--- config.mk ---
export PLATFORM = sky130hd
export DESIGN_NAME = sar_adc_parallel_output
export DESIGN_NICKNAME = d
export VERILOG_FILES = /design/src/sar_adc_parallel_output.v /design/src/sar_bit_cell.v
export VERILOG_INCLUDE_DIRS = /design/src
export SDC_FILE = /design/constraint.sdc
export NUM_CORES = 1
export LEC_CHECK = 0
export ABC_AREA = 1
export BUFFER_PORTS_ARGS = -buffer_cell sky130_fd_sc_hd__buf_2
export CORE_MARGIN = 10
export CORE_UTILIZATION = 40
export DETAILED_ROUTE_END_ITERATION = 12
export PLACE_DENSITY = 0.61
export SYNTH_ARGS = -nofsm -noshare
export SYNTH_HDL_FRONTEND = slang
export SYNTH_SLANG_ARGS = --single-unit
--- constraint.sdc ---
create_clock -name clock -period 2.2 [get_ports clock]
set_input_delay 0.66 -clock clock [delete_from_list [all_inputs] [get_ports clock]]
set_output_delay 0.66 -clock clock [all_outputs]
set_load 0.05 [all_outputs]
--- src/sar_defs.vh ---
`ifndef SAR_DEFS_VH
`define SAR_DEFS_VH

`define SAR_WIDTH 16
`define SAR_GATED_CYCLES 17
`define SAR_CLK_PERIOD_NS 25
`define SAR_VALID_MARGIN_NS 20
`define SAR_VALID_MARGIN_CYC ((`SAR_VALID_MARGIN_NS + `SAR_CLK_PERIOD_NS - 1) / `SAR_CLK_PERIOD_NS)
`define SAR_HALF_PERIODS 2
`define SAR_CAL_LSB_CODE 16'hFFFE
`define SAR_CAL_FS_CODE 16'h0001
`define SAR_CAL_MID_CODE 16'h7FFF

`endif

--- src/sar_adc_parallel_output.v ---
// Summary of operation
// - result pins driven inverted, one reads low
// - unipolar straight, bipolar offset binary, both inverted
// - result settled before status falls
// - result bits change on gated clock rise
// - one LSB in gives FFFE code
// - full scale minus two gives 0001 code
// - half scale gives 7FFF code
// - status set on start, cleared at end
// - gated clock runs 17 cycles, then low
// - bits resolved MSB first, one per period
`timescale 1ns/100ps
`include "sar_defs.vh"

module sar_adc_parallel_output #(
  parameter WIDTH = `SAR_WIDTH,
  parameter GATED_CYCLES = `SAR_GATED_CYCLES
) (
  input wire clock,
  input wire sys_rst,
  input wire convert_start,
  input wire cmp_above,
  input wire bipolar_sel,
  output reg [WIDTH-1:0] result_pins,
  output reg status,
  output reg gated_clk,
  output reg bipolar_flag
);
  localparam ST_IDLE = 3'b001;
  localparam ST_ARM = 3'b010;
  localparam ST_RUN = 3'b100;

  reg [2:0] state_r;
  reg [2:0] state_nxt;
  reg [5:0] cyc_r;
  reg [WIDTH-1:0] sel_r;
  reg start_d_r;
  wire [WIDTH-1:0] true_bits;
  wire start_trail;
  wire rise;
  wire init;

  // start is acted on at its trailing edge
  assign start_trail = start_d_r && !convert_start;
  assign init = (state_r == ST_ARM);
  // gated clock rises when the low half ends
  assign rise = (state_r == ST_RUN) && !gated_clk;

  sar_bit_cell #(.WIDTH(WIDTH)) u_bits (
    .clock(clock),
    .sys_rst(sys_rst),
    .init(init),
    .step(rise && (cyc_r != 6'h00)),
    .trial_sel(sel_r),
    .cmp_keep(!cmp_above),
    .true_bits(true_bits)
  );

  always @* begin
    state_nxt = state_r;
    case (state_r)
      ST_IDLE: begin
        if (start_trail) begin
          state_nxt = ST_ARM;
        end
      end
      ST_ARM: begin
        state_nxt = ST_RUN;
      end
      ST_RUN: begin
        if (!rise && cyc_r == GATED_CYCLES[5:0]) begin
          state_nxt = ST_IDLE;
        end
      end
      default: begin
        state_nxt = ST_IDLE;
      end
    endcase
  end

  always @(posedge clock) begin
    if (sys_rst) begin
      state_r <= ST_IDLE;
      start_d_r <= 1'b0;
      cyc_r <= 6'h00;
      sel_r <= {WIDTH{1'b0}};
      status <= 1'b0;
      gated_clk <= 1'b0;
      result_pins <= {WIDTH{1'b1}};
      bipolar_flag <= 1'b0;
    end else begin
      state_r <= state_nxt;
      start_d_r <= convert_start;
      if (start_trail && state_r == ST_IDLE) begin
        status <= 1'b1;
        bipolar_flag <= bipolar_sel;
      end
      if (init) begin
        cyc_r <= 6'h00;
        sel_r <= {1'b1, {(WIDTH-1){1'b0}}};
        gated_clk <= 1'b0;
      end else if (state_r == ST_RUN) begin
        if (rise) begin
          gated_clk <= 1'b1;
          cyc_r <= cyc_r + 6'h01;
          if (cyc_r != 6'h00) begin
            sel_r <= sel_r >> 1;
          end
        end else begin
          gated_clk <= 1'b0;
          if (cyc_r == GATED_CYCLES[5:0]) begin
            // result already stood one full clock period before this
            status <= 1'b0;
          end
        end
      end else begin
        gated_clk <= 1'b0;
      end
      // pins follow the sar only at arm and at gated clock rises; both ranges invert
      if (rise || init) begin
        result_pins <= ~(init ? {1'b1, {(WIDTH-1){1'b0}}} : true_bits);
      end
    end
  end
  // codes FFFE/0001/7FFF arise from inversion of the true value
endmodule

--- src/sar_bit_cell.v ---
`timescale 1ns/100ps
`include "sar_defs.vh"

module sar_bit_cell #(
  parameter WIDTH = `SAR_WIDTH
) (
  input wire clock,
  input wire sys_rst,
  input wire init,
  input wire step,
  input wire [WIDTH-1:0] trial_sel,
  input wire cmp_keep,
  output wire [WIDTH-1:0] true_bits
);
  reg [WIDTH-1:0] bits_r;
  wire [WIDTH-1:0] bits_nxt;
  // bit just below the one under trial gets the next trial
  wire [WIDTH-1:0] below_sel;
  assign below_sel = {1'b0, trial_sel[WIDTH-1:1]};
  genvar i;
  generate
    for (i = 0; i < WIDTH; i = i + 1) begin : g_bit
      assign bits_nxt[i] = init ? ((i == WIDTH - 1) ? 1'b1 : 1'b0) :
                           (step && trial_sel[i]) ? cmp_keep :
                           (step && below_sel[i]) ? 1'b1 :
                           bits_r[i];
    end
  endgenerate
  always @(posedge clock) begin
    if (sys_rst) begin
      bits_r <= {WIDTH{1'b0}};
    end else begin
      bits_r <= bits_nxt;
    end
  end
  // next value, so the pins take a decision at the same rise that makes it
  assign true_bits = bits_nxt;
endmodule

-- Yosys cells after proc, flatten, opt, wreduce, memory -nomap -nowiden
Cells that the tools add are included.
W data, S select, Z words.
- output and inout port bits: 19
- input port bits: 5
- bits in registers: 61
- logic and storage cells: 116
- bitwise operators: 2
- multiplexer cells: 61
- reduce and logical (&&, ||, !) cells: 36
- equality and inequality tests: 6
- $add $sub $neg: 1
- operator list (kind ; count):
    $mux W16 ; 5
    $mux W1 ; 53
    $logic_and A1 B1 Y1 ; 21
    $not A16 Y16 ; 1
    $pmux W3 S3 ; 1
    $add A6 B1 Y6 const B ; 1
    $eq A6 B5 Y1 const B ; 1
    $mux W3 ; 2
    $reduce_and A3 Y1 ; 2
    $reduce_bool A2 Y1 ; 3
    $reduce_bool A6 Y1 ; 1
    $logic_not A1 Y1 ; 4
    $ne A2 B2 Y1 const B ; 2
    $reduce_and A2 Y1 ; 2
    $eq A3 B1 Y1 const B ; 1
    $eq A3 B2 Y1 const B ; 1
    $eq A3 B3 Y1 const B ; 1
    $reduce_or A3 Y1 ; 1
    $reduce_or A2 Y1 ; 1
    $logic_or A1 B1 Y1 ; 1
    $not A1 Y1 ; 1

-- Depth between registers and ports, before layout
Gate-level depths: netlist of the first run.
- depth after elaboration: 9
- depth in mapped cells: 11

-- Cells and area by module
From an unflattened synthesis of the first run, not the netlist that was laid out.
- cell total of the unflattened synthesis: 384
- area, all modules: 2841.5 µm²
- modules (own cells, without submodules) (module ; times used ; area an instance (µm²) ; cells an instance):
    sar_adc_parallel_output ; 1 ; 1875.5 ; 249
    sar_bit_cell ; 1 ; 965.9 ; 135

-- Least setup slack after synthesis of the first run
No wires, ideal clock.
- path type: reg2reg
- start point: register gated_clk
- end point: register result_pins[1]
- cell stages (with the launch flop): 10
- path buffers: 1
- setup time: 58 ps
- arrival: 1427 ps
- path slack: 715 ps
- cell sequence: dfxtp_1 -> nor2_8 -> inv_6 -> nand2_4 -> inv_4 -> buf_6 -> nand2_1 -> nand2_1 -> clkinv_1 -> nand2_1
- cells in the longest elaborated chain, start to end: 9
- elaborated cells on any way between the ends: 11
- RTL lines (element ; line ; text):
    from (decl) ; sar_adc_parallel_output.v:26 ; output reg gated_clk,
    from (signal assigned) ; sar_adc_parallel_output.v:88 ; gated_clk <= 1'b0;
    from (signal assigned) ; sar_adc_parallel_output.v:101 ; gated_clk <= 1'b0;
    from (signal assigned) ; sar_adc_parallel_output.v:104 ; gated_clk <= 1'b1;
    $logic_not A1 Y1 * ; sar_adc_parallel_output.v:47 ; assign rise = (state_r == ST_RUN) && !gated_clk;
    $logic_and A1 B1 Y1 * ; sar_adc_parallel_output.v:47 ;
    $logic_and A1 B1 Y1 ; sar_adc_parallel_output.v:53 ; .step(rise && (cyc_r != 6'h00)),
    $logic_and A1 B1 Y1 ; sar_bit_cell.v:25 ; (step && below_sel[i]) ? 1'b1 :
    $mux W1 ; sar_bit_cell.v:25 ;
    $mux W1 ; sar_bit_cell.v:24 ; (step && trial_sel[i]) ? cmp_keep :
    $mux W1 ; sar_bit_cell.v:23 ; assign bits_nxt[i] = init ? ((i == WIDTH - 1) ? 1'b1 : 1'b0) :
    $mux W16 ; sar_adc_parallel_output.v:121 ; result_pins <= ~(init ? {1'b1, {(WIDTH-1){1'b0}}} : true_bits);
    $not A16 Y16 ; sar_adc_parallel_output.v:121 ;
    to (signal assigned) ; sar_adc_parallel_output.v:89 ; result_pins <= {WIDTH{1'b1}};
    to (signal assigned) ; sar_adc_parallel_output.v:121 ;
    to (decl) ; sar_adc_parallel_output.v:24 ; output reg [WIDTH-1:0] result_pins,
Every way passes the cells marked *; elsewhere a longest branch is shown, timed or not.
A chain may end at the register's enable or synchronous reset.

-- Worst setup path in the final report of the first run
- start point: register gated_clk
- end point: output gated_clk
No word-level cell between the ends.

==> results of run 1 <==
registers in the layout, indices dropped and copies added, names as in the netlist, 3 cells and up:
| name | cells |
|---|---|
| sel_r | 16 |
| result_pins | 16 |
| u_bits.bits_r | 16 |
| cyc_r | 6 |
| state_r | 3 |
Yosys cell counts (all sizes together):
cell	number
nand2	119
dfxtp	61
inv	44
nor2	28
nand3	26
a21oi	21
nand4	17
nand3b	15
buf	13
clkbuf	6
clkinv	4
ha	3
o21ai	3
nor3	2
a211oi	1
a31oi	1
nor3b	1
o211ai	1
o21a	1
o21bai	1
worst max-delay path by stage:
stage,endpoint,slack (ps),cells after the start
floorplan,result_pins[1],710,9
global placement,sel_r[12],580,6
detailed placement,result_pins[12],570,9
CTS,gated_clk,430,1
global route,sel_r[11],340,6
finish,gated_clk,460,1
layout make-up:
| cell class | count | share of cell area |
|---|---|---|
| clock buffers | 12 | 0.0470 |
| clock inverters | 4 | 0.0308 |
| inverters | 48 | 0.0608 |
| multi-input cells | 240 | 0.381 |
| flip-flops and latches | 61 | 0.395 |
| well taps | 77 | 0.0312 |
| repair buffers | 30 | 0.0543 |
per-stage QoR:
| step | total power (W) | setup slack (ps) | hold slack, ps | utilization |
|---|---|---|---|---|
| 4_1_cts | 0.00243 | 429 | 483 | 0.478 |
| 5_1_grt | 0.00248 | 343 | 499 | 0.478 |
| 3_3_place_gp | 0.00122 | 579 | 463 | 0.441 |
| 6_report | 0.00240 | 457 | 482 | 0.478 |
| 2_1_floorplan | 0.00120 | 715 | 453 | - |
| 3_5_place_dp | 0.00122 | 572 | 471 | 0.441 |
routing by layer:
metal / vias to the layer above / GRT usage / wire length (um)
li1: 1208 / - / -
met1: 1044 / 0.148 / 2850
met2: 42 / 0.199 / 2670
met3: 8 / 0.0513 / 286
met4: 0 / 0.0423 / 69
met5: - / 0 / 0
kinds of logic (layout without fill, tap and decap cells):
group           after synthesis  count (layout)  share of synthesized area
simple gates                208             208                      0.363
buf+inv                      67              94                      0.113
flops                        61              61                      0.452
compound gates               29              29                     0.0578
fa+ha+maj                     3               3                     0.0139
power by group:
group / total, W / internal, W / leakage [nW] / switching, W
sequential: 0.00112 / 0.00111 / 0.493 / 0.00000371
combinational: 0.0000811 / 0.0000194 / 0.824 / 0.0000617
clock: 0.00120 / 0.000783 / 0.121 / 0.000422
worst reg2reg max path: cells and delay by family, from the launching register on:
kind | cells | cell delay (ps)
flip-flops | 1 | 330
adder cells (fa/ha/maj) | 1 | 170
buffers and inverters | 1 | 100
AND/OR/NAND/NOR | 3 | 810
AO/OA/AOI/OAI | 1 | 150
==> metrics.md, run 1 <==
| Metric | Value |
|---|---|
| Clk_lat worst skew | `around 340 ps` |
| Netlist cell types | `32` |
| Achievable Freq | `between 0.5 and 0.6 GHz` |
| Worst setup EP type | `output pin` |
| Core footprint | `roughly 6500 um2` |
| IO Port Bufs | `23` |
| Worst hold stages | `2` |
| Min Tclk post-route | `roughly 1700 ps` |
| Yosys top cell area share | `0.452` |
| Fin crit share | `0.792` |
| Skew final | `just over 8 ps` |
| Initial core utilization | `0.419` |
| Slew margin rel. | `0.617` |
| Max clock buf depth | `2` |
| ANT cells | `0` |
| Routed Antenna Nets | `0` |
| Initial antenna violation count | `0` |
| I/O pin count | `24` |
| Mapped Area | `2700 um2` |
| Layout cells sized above 1 | `0.147` |
| Max Cap Viol | `0` |
| Slowest CP cell | `dfxtp_1` |
| Die Area | `between 10000 and 15000 um2` |
| CTS tree | `done` |
| Seq cells post-synth | `between 60 and 70` |
| FF-to-FF Start | `cyc_r[1]` |
| Leak | `1.44 nW` |
| Power per cell area | `777 nW/um2` |
| Nets | `around 400` |
| Fin. Hold Viols | `0` |
| CP Cell Sequence | `buf_2` |
| Final setup vio count | `0` |
| GPL Wtd Cong | `roughly 0.77` |
| DP Area | `around 2800 um2` |
| Critical Path RT | `~1500 ps` |
| Gr usage total | `0.124` |
| Maximum vdd drop | `roughly 0.00057 V` |
| Syn. warnings | `0` |
| Vias per cell | `about 4.9` |
| Fillers | `653` |
| RSZ-0062 raised after global routing | `false` |
| Synth Net Count | `around 380` |
| Post-CTS Hold Fix Bufs | `0` |
| Cell taking the most area after synthesis | `dfxtp_1` |
| Largest stage delay on the critical path | `430 ps` |
| Number of buffers created by CTS | `9` |
| Max FO, Critical Path | `2` |
| Chip height | `a little over 100 um` |
| Reg2reg setup slack | `~560 ps` |
| Worst hold path type | `flip-flop to flip-flop` |
| Register Area | `around 1200 um2` |
| Outcome | `finished, final reports clean` |
| Htree depth | `3` |
| Area Overhead vs Synth | `14.3%` |
| Crit path from | `gated_clk` |
| Fin cells | `around 470` |
| CTS resizes | `0` |
| Clk root buf | `clkbuf_8` |
| Synth Instances | `between 300 and 400` |
| Vias | `~2300` |
| Placed insts | `between 400 and 500` |
| Setup repair bufs after CTS | `0` |
| Die Wd | `just over 100 um` |
| # rows | `29` |
| Cell area after layout | `3090 um2` |
| Most common cell after layout, fill and taps aside | `nand2_1` |
| First-pass GRT wire length | `10200 um` |
| Cell family with most CP delay | `flip-flops` |
| WP buf/inv | `1` |
| Setup crit start kind | `flip-flop` |
| DR DRC count | `0` |
| Worst Max-Slew Pin Slew | `around 570 ps` |
| Hold path startpoint | `sel_r[2]` |
| WL/cell | `12.4 um` |
| WL final | `5870 um` |
| Sequential area share after synthesis | `0.452` |
| Detail Placement HPWL | `3860 um` |
| Crit Path Category | `flip-flop to output pin` |
| Clk sinks | `between 60 and 70` |
| Final-report max-slew violation count | `0` |
| Largest net degree at the start of global routing | `25` |
| Worst-path clk slew | `70 ps` |
| Grt total ovfl | `0` |
| 1st-iter DRT viols | `79` |
| Commonest cells after routing, fill and taps aside | `117 x nand2_1, 61 x dfxtp_1, 40 x inv_1, 25 x nor2_1, 23 x buf_2` |
| R2r worst-path depth | `6` |
| Avg Synthesized Cell Area | `around 7.3 um2` |
| Vias in the first global route | `2168` |
| Crit path DAT | `between 1000 and 1500 ps` |
| Multi-input gate area | `1180 um2` |
| Synth area leaders | `dfxtp_1 45%, nand2_1 16%, inv_1 5.6%, nand3b_1 4.2%, nand3_1 4.1%` |
| Hold endpoint | `sel_r[2]` |
| Setup TNS | `0 ps` |
| RR Endpoint | `sel_r[6]` |
| Pre-antenna DRT Iters | `4` |
Power figures use the tool's default switching activity.
==> run 2: changes to the inputs <==
PLACE_DENSITY = 0.63   (was 0.61)
clock period = 1.56 ns   (was 2.2 ns; I/O delays follow)
==> metrics.md, run 2 (synthesis results as in run 1) <==
| Metric | Value |
|---|---|
| Outcome | `finished, final reports clean` |
| Power per cell area | `920 nW/um2 (+18%)` |
| Maximum vdd drop | `0.000570 V (-0.18%)` |
| Slowest CP cell | `dfxtp_1` |
| Skew final | `8.82 ps (+0.539 ps)` |
| Initial core utilization | `0.419 (unchanged)` |
| Clk_lat worst skew | `330 ps (about the same)` |
| Achievable Freq | `0.671 GHz` |
| Seq pwr share | `0.552 (+0.087)` |
| Setup TNS | `0 ps (unchanged)` |
| Placed insts | `460 (+0.88%)` |
| Die Wd | `102 um (unchanged)` |
| Number of buffers created by CTS | `9 (unchanged)` |
| Cell family with most CP delay | `flip-flops` |
| First-pass GRT wire length | `9920 um (-3.0%)` |
| Clock share of power | `0.408 (-0.094)` |
| Core footprint | `6460 um2 (unchanged)` |
| CTS tree | `done` |
| Die Area | `10400 um2 (unchanged)` |
| Min Tclk post-route | `approximately 1500 ps` |
| Largest stage delay on the critical path | `420 ps (about the same)` |
| Most common cell after layout, fill and taps aside | `nand2_1` |
| Combinational share of power | `0.040 (+0.006)` |
| Detail Placement HPWL | `3740 um (-2.9%)` |
| Max Cap Viol | `0 (unchanged)` |
| Vias | `2316 (+0.61%)` |
| WP buf/inv | `1 (unchanged)` |
| WL final | `5800 um (-1.3%)` |
| CP Cell Sequence | `clkbuf_4` |
| Clk root buf | `clkbuf_8` |
| Worst setup EP type | `output pin` |
| Fin crit share | `0.956` |
| Largest registers | `result_pins x16, sel_r x16, u_bits.bits_r x16` |
| Slew margin rel. | `0.697 (+0.0802)` |
| Setup crit start kind | `flip-flop` |
| DR DRC count | `0 (unchanged)` |
| Leak | `1.43 nW (-0.59%)` |
| Pre-antenna DRT Iters | `4 (unchanged)` |
| Critical Path RT | `1090 ps (-450 ps)` |
| Crit Path Category | `flip-flop to output pin` |
| ANT cells | `0 (unchanged)` |
| Layout cells sized above 1 | `0.161 (+0.0140)` |
| Final-report max-slew violation count | `0 (unchanged)` |
| Largest net degree at the start of global routing | `35 (+40%)` |
| Gr usage total | `0.118 (-0.00663)` |
| Vias per cell | `4.88 (about the same)` |
| Max FO, Critical Path | `2 (unchanged)` |
| # rows | `29 (unchanged)` |
| Max clock buf depth | `2 (unchanged)` |
| Chip height | `102 um (unchanged)` |
| Clk sinks | `61 (unchanged)` |
| WL/cell | `12.2 um (-1.9%)` |
| Cell Int Power | `0.00220 W (+15%)` |
| Routed Antenna Nets | `0 (unchanged)` |
| Htree depth | `3 (unchanged)` |
| Initial antenna violation count | `0 (unchanged)` |
| I/O pin count | `24 (unchanged)` |
| Fin cells | `475 (+0.64%)` |
| Vias in the first global route | `2173 (+0.23%)` |
| Worst-path clk slew | `60 ps (about the same)` |
| Worst hold path type | `input pin to flip-flop` |
| Net Sw Frac | `0.227 (+0.0237)` |
| IO Port Bufs | `23 (unchanged)` |
| Grt total ovfl | `0 (unchanged)` |
| Nets | `402 (+1.0%)` |
| Worst Max-Slew Pin Slew | `453 ps (-120 ps)` |
| Final setup vio count | `0 (unchanged)` |
| Crit path DAT | `1020 ps (-60 ps)` |
| 1st-iter DRT viols | `139 (+76%)` |
| GPL Wtd Cong | `0.788 (+2.5%)` |
| RSZ-0062 raised after global routing | `false` |
| Area Overhead vs Synth | `14.6%` |
| Commonest cells after routing, fill and taps aside | `117 x nand2_1, 60 x dfxtp_1, 40 x inv_1, 25 x nor2_1, 22 x buf_2` |
| P_sw | `0.000646 W (+33%)` |
| Fin. Hold Viols | `0 (unchanged)` |
run 2: cell count changes in the layout (fill, tap and decap cells not counted):
cell and change:
buf_12 +3, dfxtp_1 -1, buf_6 +1, bufinv_16 -3, clkbuf_4 +1, dfxtp_2 +1
nand3_1 -3, nand3_2 +3, clkinv_2 +1, clkbuf_1 +1, buf_2 -1
run 2: layer usage:
metal  routed length [um]  GRT usage  up-vias
met5                    0          0        -
met2                 2610      0.189       58
met1                 2860      0.142     1038
met3                  291     0.0358        6
li1                     -          -     1214
met4                   42     0.0521        0
run 2: layout make-up:
type,count,area [um2]
clock inverters,2,10.0
fillers,656,3360
multi-input cells,240,1190
clock buffers,13,149
well taps,77,96.3
flip-flops and latches,61,1220
repair buffers,34,241
inverters,48,188
run 2: power by group through the flow:
stage / Clock [W] / Sequential [W] / Combinational (W)
after floorplan: 0 / 0.00163 / 0.0000587
after global placement: 0 / 0.00161 / 0.000113
after detailed placement: 0 / 0.00161 / 0.000114
after CTS: 0.00121 / 0.00157 / 0.000114
after global routing: 0.00128 / 0.00157 / 0.000126
final: 0.00116 / 0.00157 / 0.000113
run 2: final timing paths:
path / start / to / slack [ps] / cells after the start
max reg2reg: cyc_r[1] / result_pins[3] / 130 / 9
max: gated_clk / gated_clk / 70 / 1
min: bipolar_sel / bipolar_flag / 370 / 3
min reg2reg: sel_r[13] / sel_r[13] / 480 / 2
run 2: stage by stage:
stage / hold slack [ps] / total power [W] / cell area, um2 / utilization / setup WS (ps)
after CTS: 352 / 0.00290 / 3080 / 0.476 / 12.1
after floorplan: 453 / 0.00169 / 2700 / - / 74.9
after detailed placement: 468 / 0.00172 / 2920 / 0.452 / 98.8
after global placement: 461 / 0.00172 / 2920 / 0.452 / 153
after global routing: 377 / 0.00298 / 3100 / 0.480 / 0.204
final: 371 / 0.00285 / 3100 / 0.480 / 68.6
run 2: what timing repair did:
item / 4_1_cts / 5_1_grt
setup endpoints to repair: 0 / 14
hold buffers: 0 / 0
buffers inserted: 0 / 0
resized for setup: 0 / 6
